`src/design/dscp_pkg.sv`:
```
// Shared constants for the serial converter control port
package dscp_pkg;
    localparam int          FRAME_W      = 24;
    localparam int          DATA_W       = 20;
    localparam int          CODE_W       = 18;
    localparam int          RW_BIT       = 23;
    localparam int          ADDR_HI      = 22;
    localparam int          ADDR_LO      = 20;
    localparam int          CODE_HI      = 19;
    localparam int          CODE_LO      = 2;
    localparam logic [2:0]  ADDR_NOOP    = 3'h0;
    localparam logic [2:0]  ADDR_CODE    = 3'h1;
    localparam logic [2:0]  ADDR_CTRL    = 3'h2;
    localparam logic [2:0]  ADDR_CLRCODE = 3'h3;
    localparam logic [2:0]  ADDR_SWCTRL  = 3'h4;
    localparam int          SW_CLR_BIT   = 2;
    localparam int          SW_RST_BIT   = 1;
    localparam logic [19:0] CTRL_RESET   = 20'h00016;
    localparam int          SDO_DIS_BIT  = 5;
    localparam logic [19:0] CLRCODE_RST  = 20'h00000;
    localparam logic [19:0] CODE_RESET   = 20'h00000;
    // Host clock divider: half period of link clock in core cycles
    localparam int          LINK_HALF    = 4;
    // Avalon register offsets of the host
    localparam logic [3:0]  HOST_TXD     = 4'h0;
    localparam logic [3:0]  HOST_CMD     = 4'h4;
    localparam logic [3:0]  HOST_STAT    = 4'h8;
    localparam logic [3:0]  HOST_RXD     = 4'hC;
    localparam logic [31:0] BAD_ADDR_VAL = 32'hDEADBEEF;
endpackage

```
`src/design/dscp_link_if.sv`:
```
// Serial link between host master and converter port
`timescale 1ns/100ps
interface dscp_link_if;
    logic sclk;       // Serial clock
    logic sel_n;      // Frame select, active low
    logic sdi;        // Serial data to device
    logic serial_data_out;        // Device serial out level
    logic sdo_oe;     // Device drives serial out
    logic load_update_n;
    logic clear_n;
    logic reset_n;
    modport device (input sclk, sel_n, sdi, load_update_n, clear_n, reset_n,
                    output serial_data_out, sdo_oe);
    modport host (output sclk, sel_n, sdi, load_update_n, clear_n, reset_n,
                  input serial_data_out, sdo_oe);
endinterface

```
`src/design/dscp_sync.sv`:
```
// Two flop synchroniser with edge detection on the second stage
`timescale 1ns/100ps
module dscp_sync #(
    parameter logic INIT = 1'b0
) (
    input  wire logic core_clk_i,  // Core clock
    input  wire logic rst_b_i,     // Async reset, active low
    input  wire logic async_i,     // Raw pin
    output logic      level_o,     // Synchronised level
    output logic      rise_o,      // One-cycle rising pulse
    output logic      fall_o       // One-cycle falling pulse
);
    logic meta_q;
    logic sync_q;
    logic prev_q;

    // Two stages then history for edges
    always_ff @(posedge core_clk_i or negedge rst_b_i) begin
        if (!rst_b_i) begin
            meta_q <= INIT;
            sync_q <= INIT;
            prev_q <= INIT;
        end else begin
            meta_q <= async_i;
            sync_q <= meta_q;
            prev_q <= sync_q;
        end
    end

    assign level_o = sync_q;
    assign rise_o  = sync_q & ~prev_q;
    assign fall_o  = ~sync_q & prev_q;
endmodule

```
`src/design/dscp_device.sv`:
```
// Converter serial control port, device end
`timescale 1ns/100ps
// Notes on behaviour
// - 24-bit shift register, MSB first
// - Bit 23 flag, 22..20 address, 19..0 data
// - Flag 0: addresses 1..4 are writes
// - Address 0 no-op; flag 1 reads 1..3
// - Shift only while frame select low
// - Exactly 24 edges, else frame discarded
// - Select rise commits frame to register
// - Overflow bits leave on serial out
// - Chain of N needs 24 times N clocks
// - Select high blocks further shifting
// - Chain never mixes code and other writes
// - Read data shifts out next frame
// - Host clocks readback with next frame
// - Serial out enabled after reset
// - Load-update low while shifting: immediate update
// - Load-update high: update at its fall
// - Reset pin low ignores all programming
// - Reset pin low or software reset restores defaults
// - Clear low loads clearcode, blocks updates
// - Output keeps clearcode until new load
// - Software clear bit acts as clear
// - Code from bits 19..2
// - Clearcode resets to zero
module dscp_device
    import dscp_pkg::*;
(
    input  wire logic                core_clk_i,  // Core clock
    input  wire logic                rst_b_i,     // Async reset, active low
    dscp_link_if.device              link,        // Serial link
    output logic [CODE_W-1:0]        out_code_o,  // Code applied to output
    output logic [DATA_W-1:0]        ctrl_o,      // Control register
    output logic                     frame_err_o  // Pulse: frame discarded
);
    logic              sclk_r, sclk_f, sel_lvl, sel_r, sel_f, ld_lvl, ld_f, clr_lvl;
    logic              rstp_lvl;
    logic              sdi_lvl;
    logic [FRAME_W-1:0] shift_q;
    logic [7:0]        cnt_q;
    logic              in_frame_q;
    logic              ld_low_q;
    logic [DATA_W-1:0] code_q, clrcode_q, ctrl_q;
    logic [CODE_W-1:0] out_q;
    logic              pend_q;
    logic [FRAME_W-1:0] rd_q;
    logic              sdo_q, oe_q, err_q;
    logic              sw_rst, sw_clr, clr_act, commit, valid;
    logic [2:0]        addr;
    logic              rw;

    dscp_sync #(.INIT(1'b0)) u_sclk (.core_clk_i(core_clk_i), .rst_b_i(rst_b_i),
        .async_i(link.sclk), .level_o(), .rise_o(sclk_r), .fall_o(sclk_f));
    dscp_sync #(.INIT(1'b1)) u_sel (.core_clk_i(core_clk_i), .rst_b_i(rst_b_i),
        .async_i(link.sel_n), .level_o(sel_lvl), .rise_o(sel_r), .fall_o(sel_f));
    dscp_sync #(.INIT(1'b1)) u_ld (.core_clk_i(core_clk_i), .rst_b_i(rst_b_i),
        .async_i(link.load_update_n), .level_o(ld_lvl), .rise_o(), .fall_o(ld_f));
    dscp_sync #(.INIT(1'b1)) u_clr (.core_clk_i(core_clk_i), .rst_b_i(rst_b_i),
        .async_i(link.clear_n), .level_o(clr_lvl), .rise_o(), .fall_o());
    dscp_sync #(.INIT(1'b0)) u_rst (.core_clk_i(core_clk_i), .rst_b_i(rst_b_i),
        .async_i(link.reset_n), .level_o(rstp_lvl), .rise_o(), .fall_o());
    dscp_sync #(.INIT(1'b0)) u_sdi (.core_clk_i(core_clk_i), .rst_b_i(rst_b_i),
        .async_i(link.sdi), .level_o(sdi_lvl), .rise_o(), .fall_o());

    // Frame fields
    assign rw     = shift_q[RW_BIT];
    assign addr   = shift_q[ADDR_HI:ADDR_LO];
    assign valid  = (cnt_q == 8'(FRAME_W));
    assign commit = sel_r && in_frame_q && valid && rstp_lvl;
    assign sw_rst = commit && !rw && addr == ADDR_SWCTRL && shift_q[SW_RST_BIT];
    assign sw_clr = commit && !rw && addr == ADDR_SWCTRL && shift_q[SW_CLR_BIT];
    assign clr_act = !clr_lvl || sw_clr;

    // Shift in on falling serial clock inside frame
    always_ff @(posedge core_clk_i or negedge rst_b_i) begin
        if (!rst_b_i) begin
            shift_q    <= '0;
            cnt_q      <= '0;
            in_frame_q <= 1'b0;
            ld_low_q   <= 1'b0;
        end else if (!rstp_lvl) begin
            in_frame_q <= 1'b0;
            cnt_q      <= '0;
        end else if (sel_f) begin
            in_frame_q <= 1'b1;
            cnt_q      <= '0;
            ld_low_q   <= !ld_lvl;
        end else if (sel_r) begin
            in_frame_q <= 1'b0;
        end else if (in_frame_q && !sel_lvl && sclk_f) begin
            shift_q  <= {shift_q[FRAME_W-2:0], sdi_lvl};
            if (cnt_q != 8'hFF) cnt_q <= cnt_q + 8'h01;
            if (ld_lvl) ld_low_q <= 1'b0;
        end
    end

    // Registers written by committed frames
    always_ff @(posedge core_clk_i or negedge rst_b_i) begin
        if (!rst_b_i) begin
            code_q    <= CODE_RESET;
            clrcode_q <= CLRCODE_RST;
            ctrl_q    <= CTRL_RESET;
            pend_q    <= 1'b0;
            out_q     <= '0;
        end else if (!rstp_lvl || sw_rst) begin
            code_q    <= CODE_RESET;
            clrcode_q <= CLRCODE_RST;
            ctrl_q    <= CTRL_RESET;
            pend_q    <= 1'b0;
            out_q     <= '0;
        end else if (clr_act) begin
            code_q <= clrcode_q;
            out_q  <= clrcode_q[CODE_HI:CODE_LO];
            pend_q <= 1'b0;
        end else begin
            if (commit && !rw) begin
                case (addr)
                    ADDR_CODE: begin
                        code_q <= shift_q[DATA_W-1:0];
                        if (ld_low_q) out_q <= shift_q[CODE_HI:CODE_LO];
                        pend_q <= !ld_low_q;
                    end
                    ADDR_CTRL:    ctrl_q    <= shift_q[DATA_W-1:0];
                    ADDR_CLRCODE: clrcode_q <= shift_q[DATA_W-1:0];
                    default: ;
                endcase
            end else if (pend_q && ld_f && sel_lvl) begin
                out_q  <= code_q[CODE_HI:CODE_LO];
                pend_q <= 1'b0;
            end
        end
    end

    // Serial out: overflow bits or pending readback
    always_ff @(posedge core_clk_i or negedge rst_b_i) begin
        if (!rst_b_i) begin
            rd_q  <= '0;
            sdo_q <= 1'b0;
            oe_q  <= 1'b0;
            err_q <= 1'b0;
        end else begin
            err_q <= sel_r && in_frame_q && !valid;
            if (commit && rw && addr != ADDR_NOOP) begin
                case (addr)
                    ADDR_CODE:    rd_q <= {shift_q[FRAME_W-1:DATA_W], code_q};
                    ADDR_CTRL:    rd_q <= {shift_q[FRAME_W-1:DATA_W], ctrl_q};
                    ADDR_CLRCODE: rd_q <= {shift_q[FRAME_W-1:DATA_W], clrcode_q};
                    default:      rd_q <= '0;
                endcase
            end else if (commit) begin
                rd_q <= shift_q;
            end
            if (sel_r || !rstp_lvl) begin
                oe_q <= 1'b0;
            end else if (in_frame_q && !sel_lvl && !ctrl_q[SDO_DIS_BIT]) begin
                oe_q <= 1'b1;
            end
            if (sel_f) begin
                sdo_q <= rd_q[FRAME_W-1];
            end else if (in_frame_q && sclk_r) begin
                sdo_q <= (cnt_q >= 8'(FRAME_W)) ? shift_q[FRAME_W-1]
                                                : rd_q[FRAME_W-1-cnt_q[4:0]];
            end
        end
    end

    assign link.serial_data_out    = sdo_q;
    assign link.sdo_oe = oe_q;
    assign out_code_o  = out_q;
    assign ctrl_o      = ctrl_q;
    assign frame_err_o = err_q;
endmodule

```
`src/flat_wrapper.sv`:
```
// flat-port wrapper written by rule: the top's interface ports become plain ports
module dscp_device_flat import dscp_pkg::*;
  (core_clk_i, rst_b_i, out_code_o, ctrl_o, frame_err_o, link_sclk, link_sel_n, link_sdi, link_load_update_n, link_clear_n, link_reset_n, link_serial_data_out, link_sdo_oe);
  dscp_link_if link_i ();
  input  wire logic core_clk_i;
  input  wire logic rst_b_i;
  output logic [CODE_W-1:0] out_code_o;
  output logic [DATA_W-1:0] ctrl_o;
  output logic frame_err_o;
  input wire logic [$bits(link_i.sclk)-1:0] link_sclk;
  input wire logic [$bits(link_i.sel_n)-1:0] link_sel_n;
  input wire logic [$bits(link_i.sdi)-1:0] link_sdi;
  input wire logic [$bits(link_i.load_update_n)-1:0] link_load_update_n;
  input wire logic [$bits(link_i.clear_n)-1:0] link_clear_n;
  input wire logic [$bits(link_i.reset_n)-1:0] link_reset_n;
  output wire logic [$bits(link_i.serial_data_out)-1:0] link_serial_data_out;
  output wire logic [$bits(link_i.sdo_oe)-1:0] link_sdo_oe;
  assign link_i.sclk = link_sclk;
  assign link_i.sel_n = link_sel_n;
  assign link_i.sdi = link_sdi;
  assign link_i.load_update_n = link_load_update_n;
  assign link_i.clear_n = link_clear_n;
  assign link_i.reset_n = link_reset_n;
  assign link_serial_data_out = link_i.serial_data_out;
  assign link_sdo_oe = link_i.sdo_oe;
  dscp_device u_core (.core_clk_i(core_clk_i), .rst_b_i(rst_b_i), .link(link_i), .out_code_o(out_code_o), .ctrl_o(ctrl_o), .frame_err_o(frame_err_o));
endmodule
```
`config.mk`:
```
export PLATFORM = sky130hd
export DESIGN_NAME = dscp_device_flat
export DESIGN_NICKNAME = d
export VERILOG_FILES = /design/src/design/dscp_pkg.sv /design/src/design/dscp_link_if.sv /design/src/design/dscp_sync.sv /design/src/design/dscp_device.sv /design/src/flat_wrapper.sv
export SDC_FILE = /design/constraint.sdc
export NUM_CORES = 1
export LEC_CHECK = 0
export BUFFER_PORTS_ARGS = -buffer_cell sky130_fd_sc_hd__buf_4
export CORE_MARGIN = 2
export CORE_UTILIZATION = 45
export CTS_CLUSTER_SIZE = 14
export DETAILED_ROUTE_END_ITERATION = 16
export PLACE_DENSITY_LB_ADDON = 0.25
export SYNTH_ARGS = -nofsm -noshare
export SYNTH_HDL_FRONTEND = slang
export SYNTH_HIERARCHICAL = 1
export SYNTH_SLANG_ARGS = --single-unit
```
`constraint.sdc`:
```
create_clock -name core_clk_i -period 2.3 [get_ports core_clk_i]
set_input_delay 0.345 -clock core_clk_i [delete_from_list [all_inputs] [get_ports core_clk_i]]
set_output_delay 0.345 -clock core_clk_i [all_outputs]
set_load 0.03 [all_outputs]
```
## After elaboration in Yosys (flattened, before gate mapping)

Cells that the tools add are included.

| word-level totals | value |
|---|---|
| bits in latches | 0 |
| input bits | 8 |
| memories kept | 0 |
| word-level logic and storage cells | 150 |
| register bits after elaboration | 155 |
| output and inout bits | 41 |
| RAM bits | 0 |
| memory bits (read-only) | 0 |

| operators by class | value |
|---|---|
| eq/ne operators | 14 |
| muxes and demuxes | 45 |
| shift operators | 0 |
| add/subtract/negate cells | 2 |
| bitwise logic cells | 12 |
| reductions and logical operators | 47 |
| $mul | 0 |
| $lt $le $gt $ge | 2 |
| div/mod/pow operators | 0 |

Operators with widths:

| kind | number |
|---|---|
| $mux 20 | 12 |
| $mux 18 | 6 |
| $pmux 24 s3 | 1 |
| $mux 24 | 2 |
| $mux 8 | 5 |
| $lt 32x6->1 const B | 1 |
| $mux 1 | 18 |
| $logic_and 1x1->1 | 16 |
| $reduce_bool 2->1 | 8 |
| $reduce_and 3->1 | 4 |
| $ne 3x1->1 const B | 3 |
| $reduce_bool 3->1 | 3 |
| $add 8x1->8 const B | 1 |
| $eq 8x5->1 const B | 1 |
| $ge 8x5->1 const B | 1 |
| $logic_not 1->1 | 8 |
| $ne 8x8->1 const B | 1 |
| $reduce_and 4->1 | 2 |
| $not 1->1 | 7 |
| $eq 3x2->1 const B | 2 |
| $sub 5x5->6 const A | 1 |
| $and 1x1->1 | 5 |
| $bmux 1 s5 | 1 |
| $ne 2x2->1 const B | 2 |
| 8 further kinds | 11 |

## Depth between registers and ports, before layout

| depth | value |
|---|---|
| word-level depth | 11 |
| gate-level depth with buffers | 9 |

## Cells and area by module

Netlist, hierarchy kept.

Modules (own cells, without submodules):

| module | sequential area each (um^2) | area an instance (um^2) | times used | cells an instance |
|---|---|---|---|---|
| dscp_device | 3507.1 | 7753.7 | 1 | 773 |
| dscp_sync (u_core.u_clr ...) | 78.8 | 93.8 | 3 | 5 |
| dscp_sync (u_core.u_rst ...) | 75.1 | 90.1 | 3 | 5 |

## Least setup slack after synthesis

OpenSTA, ideal clock, no wires.

| timing | value |
|---|---|
| path kind | reg2reg |
| start point | register u_core.cnt_q[0] |
| end point | register u_core.code_q[2] |
| arrival time | 2.321 ns |
| cell stages (with the launch flop) | 9 |
| setup slack | -0.124 ns |
| data required time | 2.196 ns |
| path buffers | 4 |
| clock period less this slack | 2.424 ns |
| path through | dfrtp_1 -> buf_6 -> or4b_4 -> buf_6 -> or3_1 -> buf_2 -> o21a_1 -> buf_2 -> o41ai_2 |

| between the ends | value |
|---|---|
| longest elaborated chain between the ends | 9 |
| elaborated cells between the ends (all ways) | 14 |
| classes of those cells | eq/ne: 1; mux: 2; reduce/logical: 11 |

Ends and longest elaborated chain:

| item | line | source |
|---|---|---|
| start, declared | dscp_device.sv:41 | `logic [7:0] cnt_q;` |
| start signal, assigned | dscp_device.sv:93 | `if (cnt_q != 8'hFF) cnt_q <= cnt_q + 8'h01;` |
| $eq 8x5->1 (*) | dscp_device.sv:69 | `assign valid = (cnt_q == 8'(FRAME_W));` |
| $logic_and 1x1->1 (*) (2 in a row) | dscp_device.sv:70 | `assign commit = sel_r && in_frame_q && valid && rstp_lvl;` |
| $logic_and 1x1->1 (*) | dscp_device.sv:71, dscp_device.sv:72, dscp_device.sv:117 |  |
| $logic_and 1x1->1 | dscp_device.sv:71, dscp_device.sv:72 |  |
| $logic_and 1x1->1 (on tied branches) | dscp_device.sv:71, dscp_device.sv:72 |  |
| $logic_or 1x1->1 (on tied branches) | dscp_device.sv:106, dscp_device.sv:73 |  |
| $reduce_bool 3->1 (no line) / $mux 20 (equally long branches) | - |  |
| $reduce_and 2->1 (no line) / $mux 20 (equally long branches) | - |  |
| end signal, assigned | dscp_device.sv:113 | `code_q <= clrcode_q;` |
| end signal, assigned | dscp_device.sv:120 | `code_q <= shift_q[DATA_W-1:0];` |
| end, declared | dscp_device.sv:44 | `logic [DATA_W-1:0] code_q, clrcode_q, ctrl_q;` |

Mark *: on every way between the ends. The rest lies on a longest branch, timed or not.
A chain may end at the register's enable or synchronous reset.

## Worst setup path in the final report

| timing | value |
|---|---|
| start point | register u_core.cnt_q[3] |
| end point | register u_core.code_q[11] |

The elaborated chain is that of the path after synthesis.

==> run metrics <==
Die Height 139 µm; Required @ worst endpoint 2.62 ns; top achievable clock speed 0.409 GHz; gr busiest metal met2; clk root buf clkbuf_16; Clock Path Buffers 2; WL per Instance 24.3 µm; CTS tree built; I/O pin count 49; WS Path Type reg2reg; CTS sink cnt 155; first-pass GRT wire length 40.2 mm; Final setup violation count 20; Placed Instance Area 9070 µm²; highest-count cells in the layout ignoring fill and taps dfrtp_1 (143), buf_4 (113), a21oi_1 (43), o21ai_0 (43), nand3_1 (43); Clock transition at path regs 0.06 ns; placer congestion estimate 0.847; kind of end point of the critical path flop; CP startpoint kind flop; max-cap viol count 0; post-DP HPWL 15.7 mm; port bufs 48; Power Total 5.96 mW; met2 Use GR 40.4%; DP Worst Slack -0.167 ns; setup TNS -0.459 ns; leading cell type in the layout, fill and taps excluded dfrtp_1; final wirelength 27.2 mm; RSZ-0062 raised after global routing true; PD cells 577 nW/µm²; M3 GR Usage 7.08%; worst hold path type in2reg; nets 888; Worst Skew 0.0126 ns; status finished with violations; Worst Max-Slew Pin Slew 0.652 ns; fin crit share 106%; Syn-to-layout area delta 26.4%; vias per cell 6.66; Final WS setup -0.147 ns; Synth Instances 793; Leakage 4.33 nW; # DRC 0; CTS H-tree lvls 4; vias 7,455; Fin. Hold Viols 0; Starting DRT DRC Count 888; antenna cells 0; Initial Utilization 45.7%; Final ANT Viol Nets 0; full die area 19,300 µm²; cell area after layout 10,300 µm²; Finished Layout Cells 1,120; clk_lat worst skew 0.44 ns; clock period minus worst slack 2.45 ns; CP Max Fanout 13; CP arrival 2.76 ns; yosys warns 6; CTS Buf Count 17; global route overflow 0; Core Region 17,900 µm²; vias in the first global route 7,197; Slew HR 56.2%; cell total after placement 1,051; drt first pass iters 6; WHS 0.0245 ns; synthesized area per cell 10.3 µm²; largest net degree at the start of global routing 58; violated checks setup timing; Net Count, Synth 803; worst vdd ir 0.516 mV; Final Max Tran Viols 0; total track usage 26.6%; fin util 57.7%; Rows 49; Syn Std Cell Area 8180 µm²; initial antenna violation count 0; chip width 139 µm; met1 Use GR 36.5%; layout cells sized above 1 33.0%
-- critical path: stages, from the launching register on --
cell and delay, ns:
dfrtp_1 0.35, ha_2 0.21, or4b_4 0.54, buf_6 0.16, o41a_1 0.42, buf_12 0.18
mux2i_1 0.13, o31ai_1 0.32
-- routing by layer --
layer	part of all wire, %	up-vias
met5	0	-
met3	8.9	89
met4	3.7	0
met2	46	409
li1	-	3197
met1	42	3760
-- where the power goes --
| part | switching [mW] | total, mW | internal [mW] |
|---|---|---|---|
| Sequential | 0.0367 | 2.81 | 2.77 |
| Clock | 1.23 | 2.74 | 1.52 |
| Combinational | 0.256 | 0.411 | 0.154 |
| Total | 1.52 | 5.96 | 4.44 |
-- path summary, 6_finish.rpt --
check / start / end / slack [ns] / cells after the start
worst min-delay path: link_reset_n / u_core/u_rst/meta_q / 0.02 / 1
max in group asynchronous: rst_b_i / u_core/ctrl_o[1] / 1.12 / 3
worst min register to register: u_core/u_rst/meta_q / u_core/u_rst/level_o / 0.35 / 0
min in group asynchronous: rst_b_i / u_core/ctrl_o[5] / 0.44 / 2
worst max-delay path: u_core/cnt_q[3] / u_core/code_q[11] / -0.15 / 7
worst max register to register: u_core/cnt_q[3] / u_core/code_q[11] / -0.15 / 7
-- final cells by class --
class	instances	area, µm²
Clock buffer	19	433
Clock inverter	13	131
Sequential cell	155	3890
Tap cell	229	287
Fill cell	1487	7560
Multi-Input combinational cell	545	4070
Inverter	9	33.8
Timing Repair Buffer	150	1490
-- state kept, by name, summed over array words and instances, names as in the netlist, 8 cells and up --
register,cells
u_core/ctrl_o,20
u_core/clrcode_q,20
u_core/shift_q,24
u_core/rd_q,24
u_core/out_code_o,18
u_core/code_q,20
u_core/cnt_q,8
-- what timing repair did --
item	4_1_cts	5_1_grt
cloned	3	12
pin swaps	18	13
gates resized for setup	12	54
buffers inserted	7	12
hold endpoints to repair	45	2
endpoints found under the setup margin	90	82
hold buffers	1	2
Note: power is estimated with default switching activity, not from simulation.
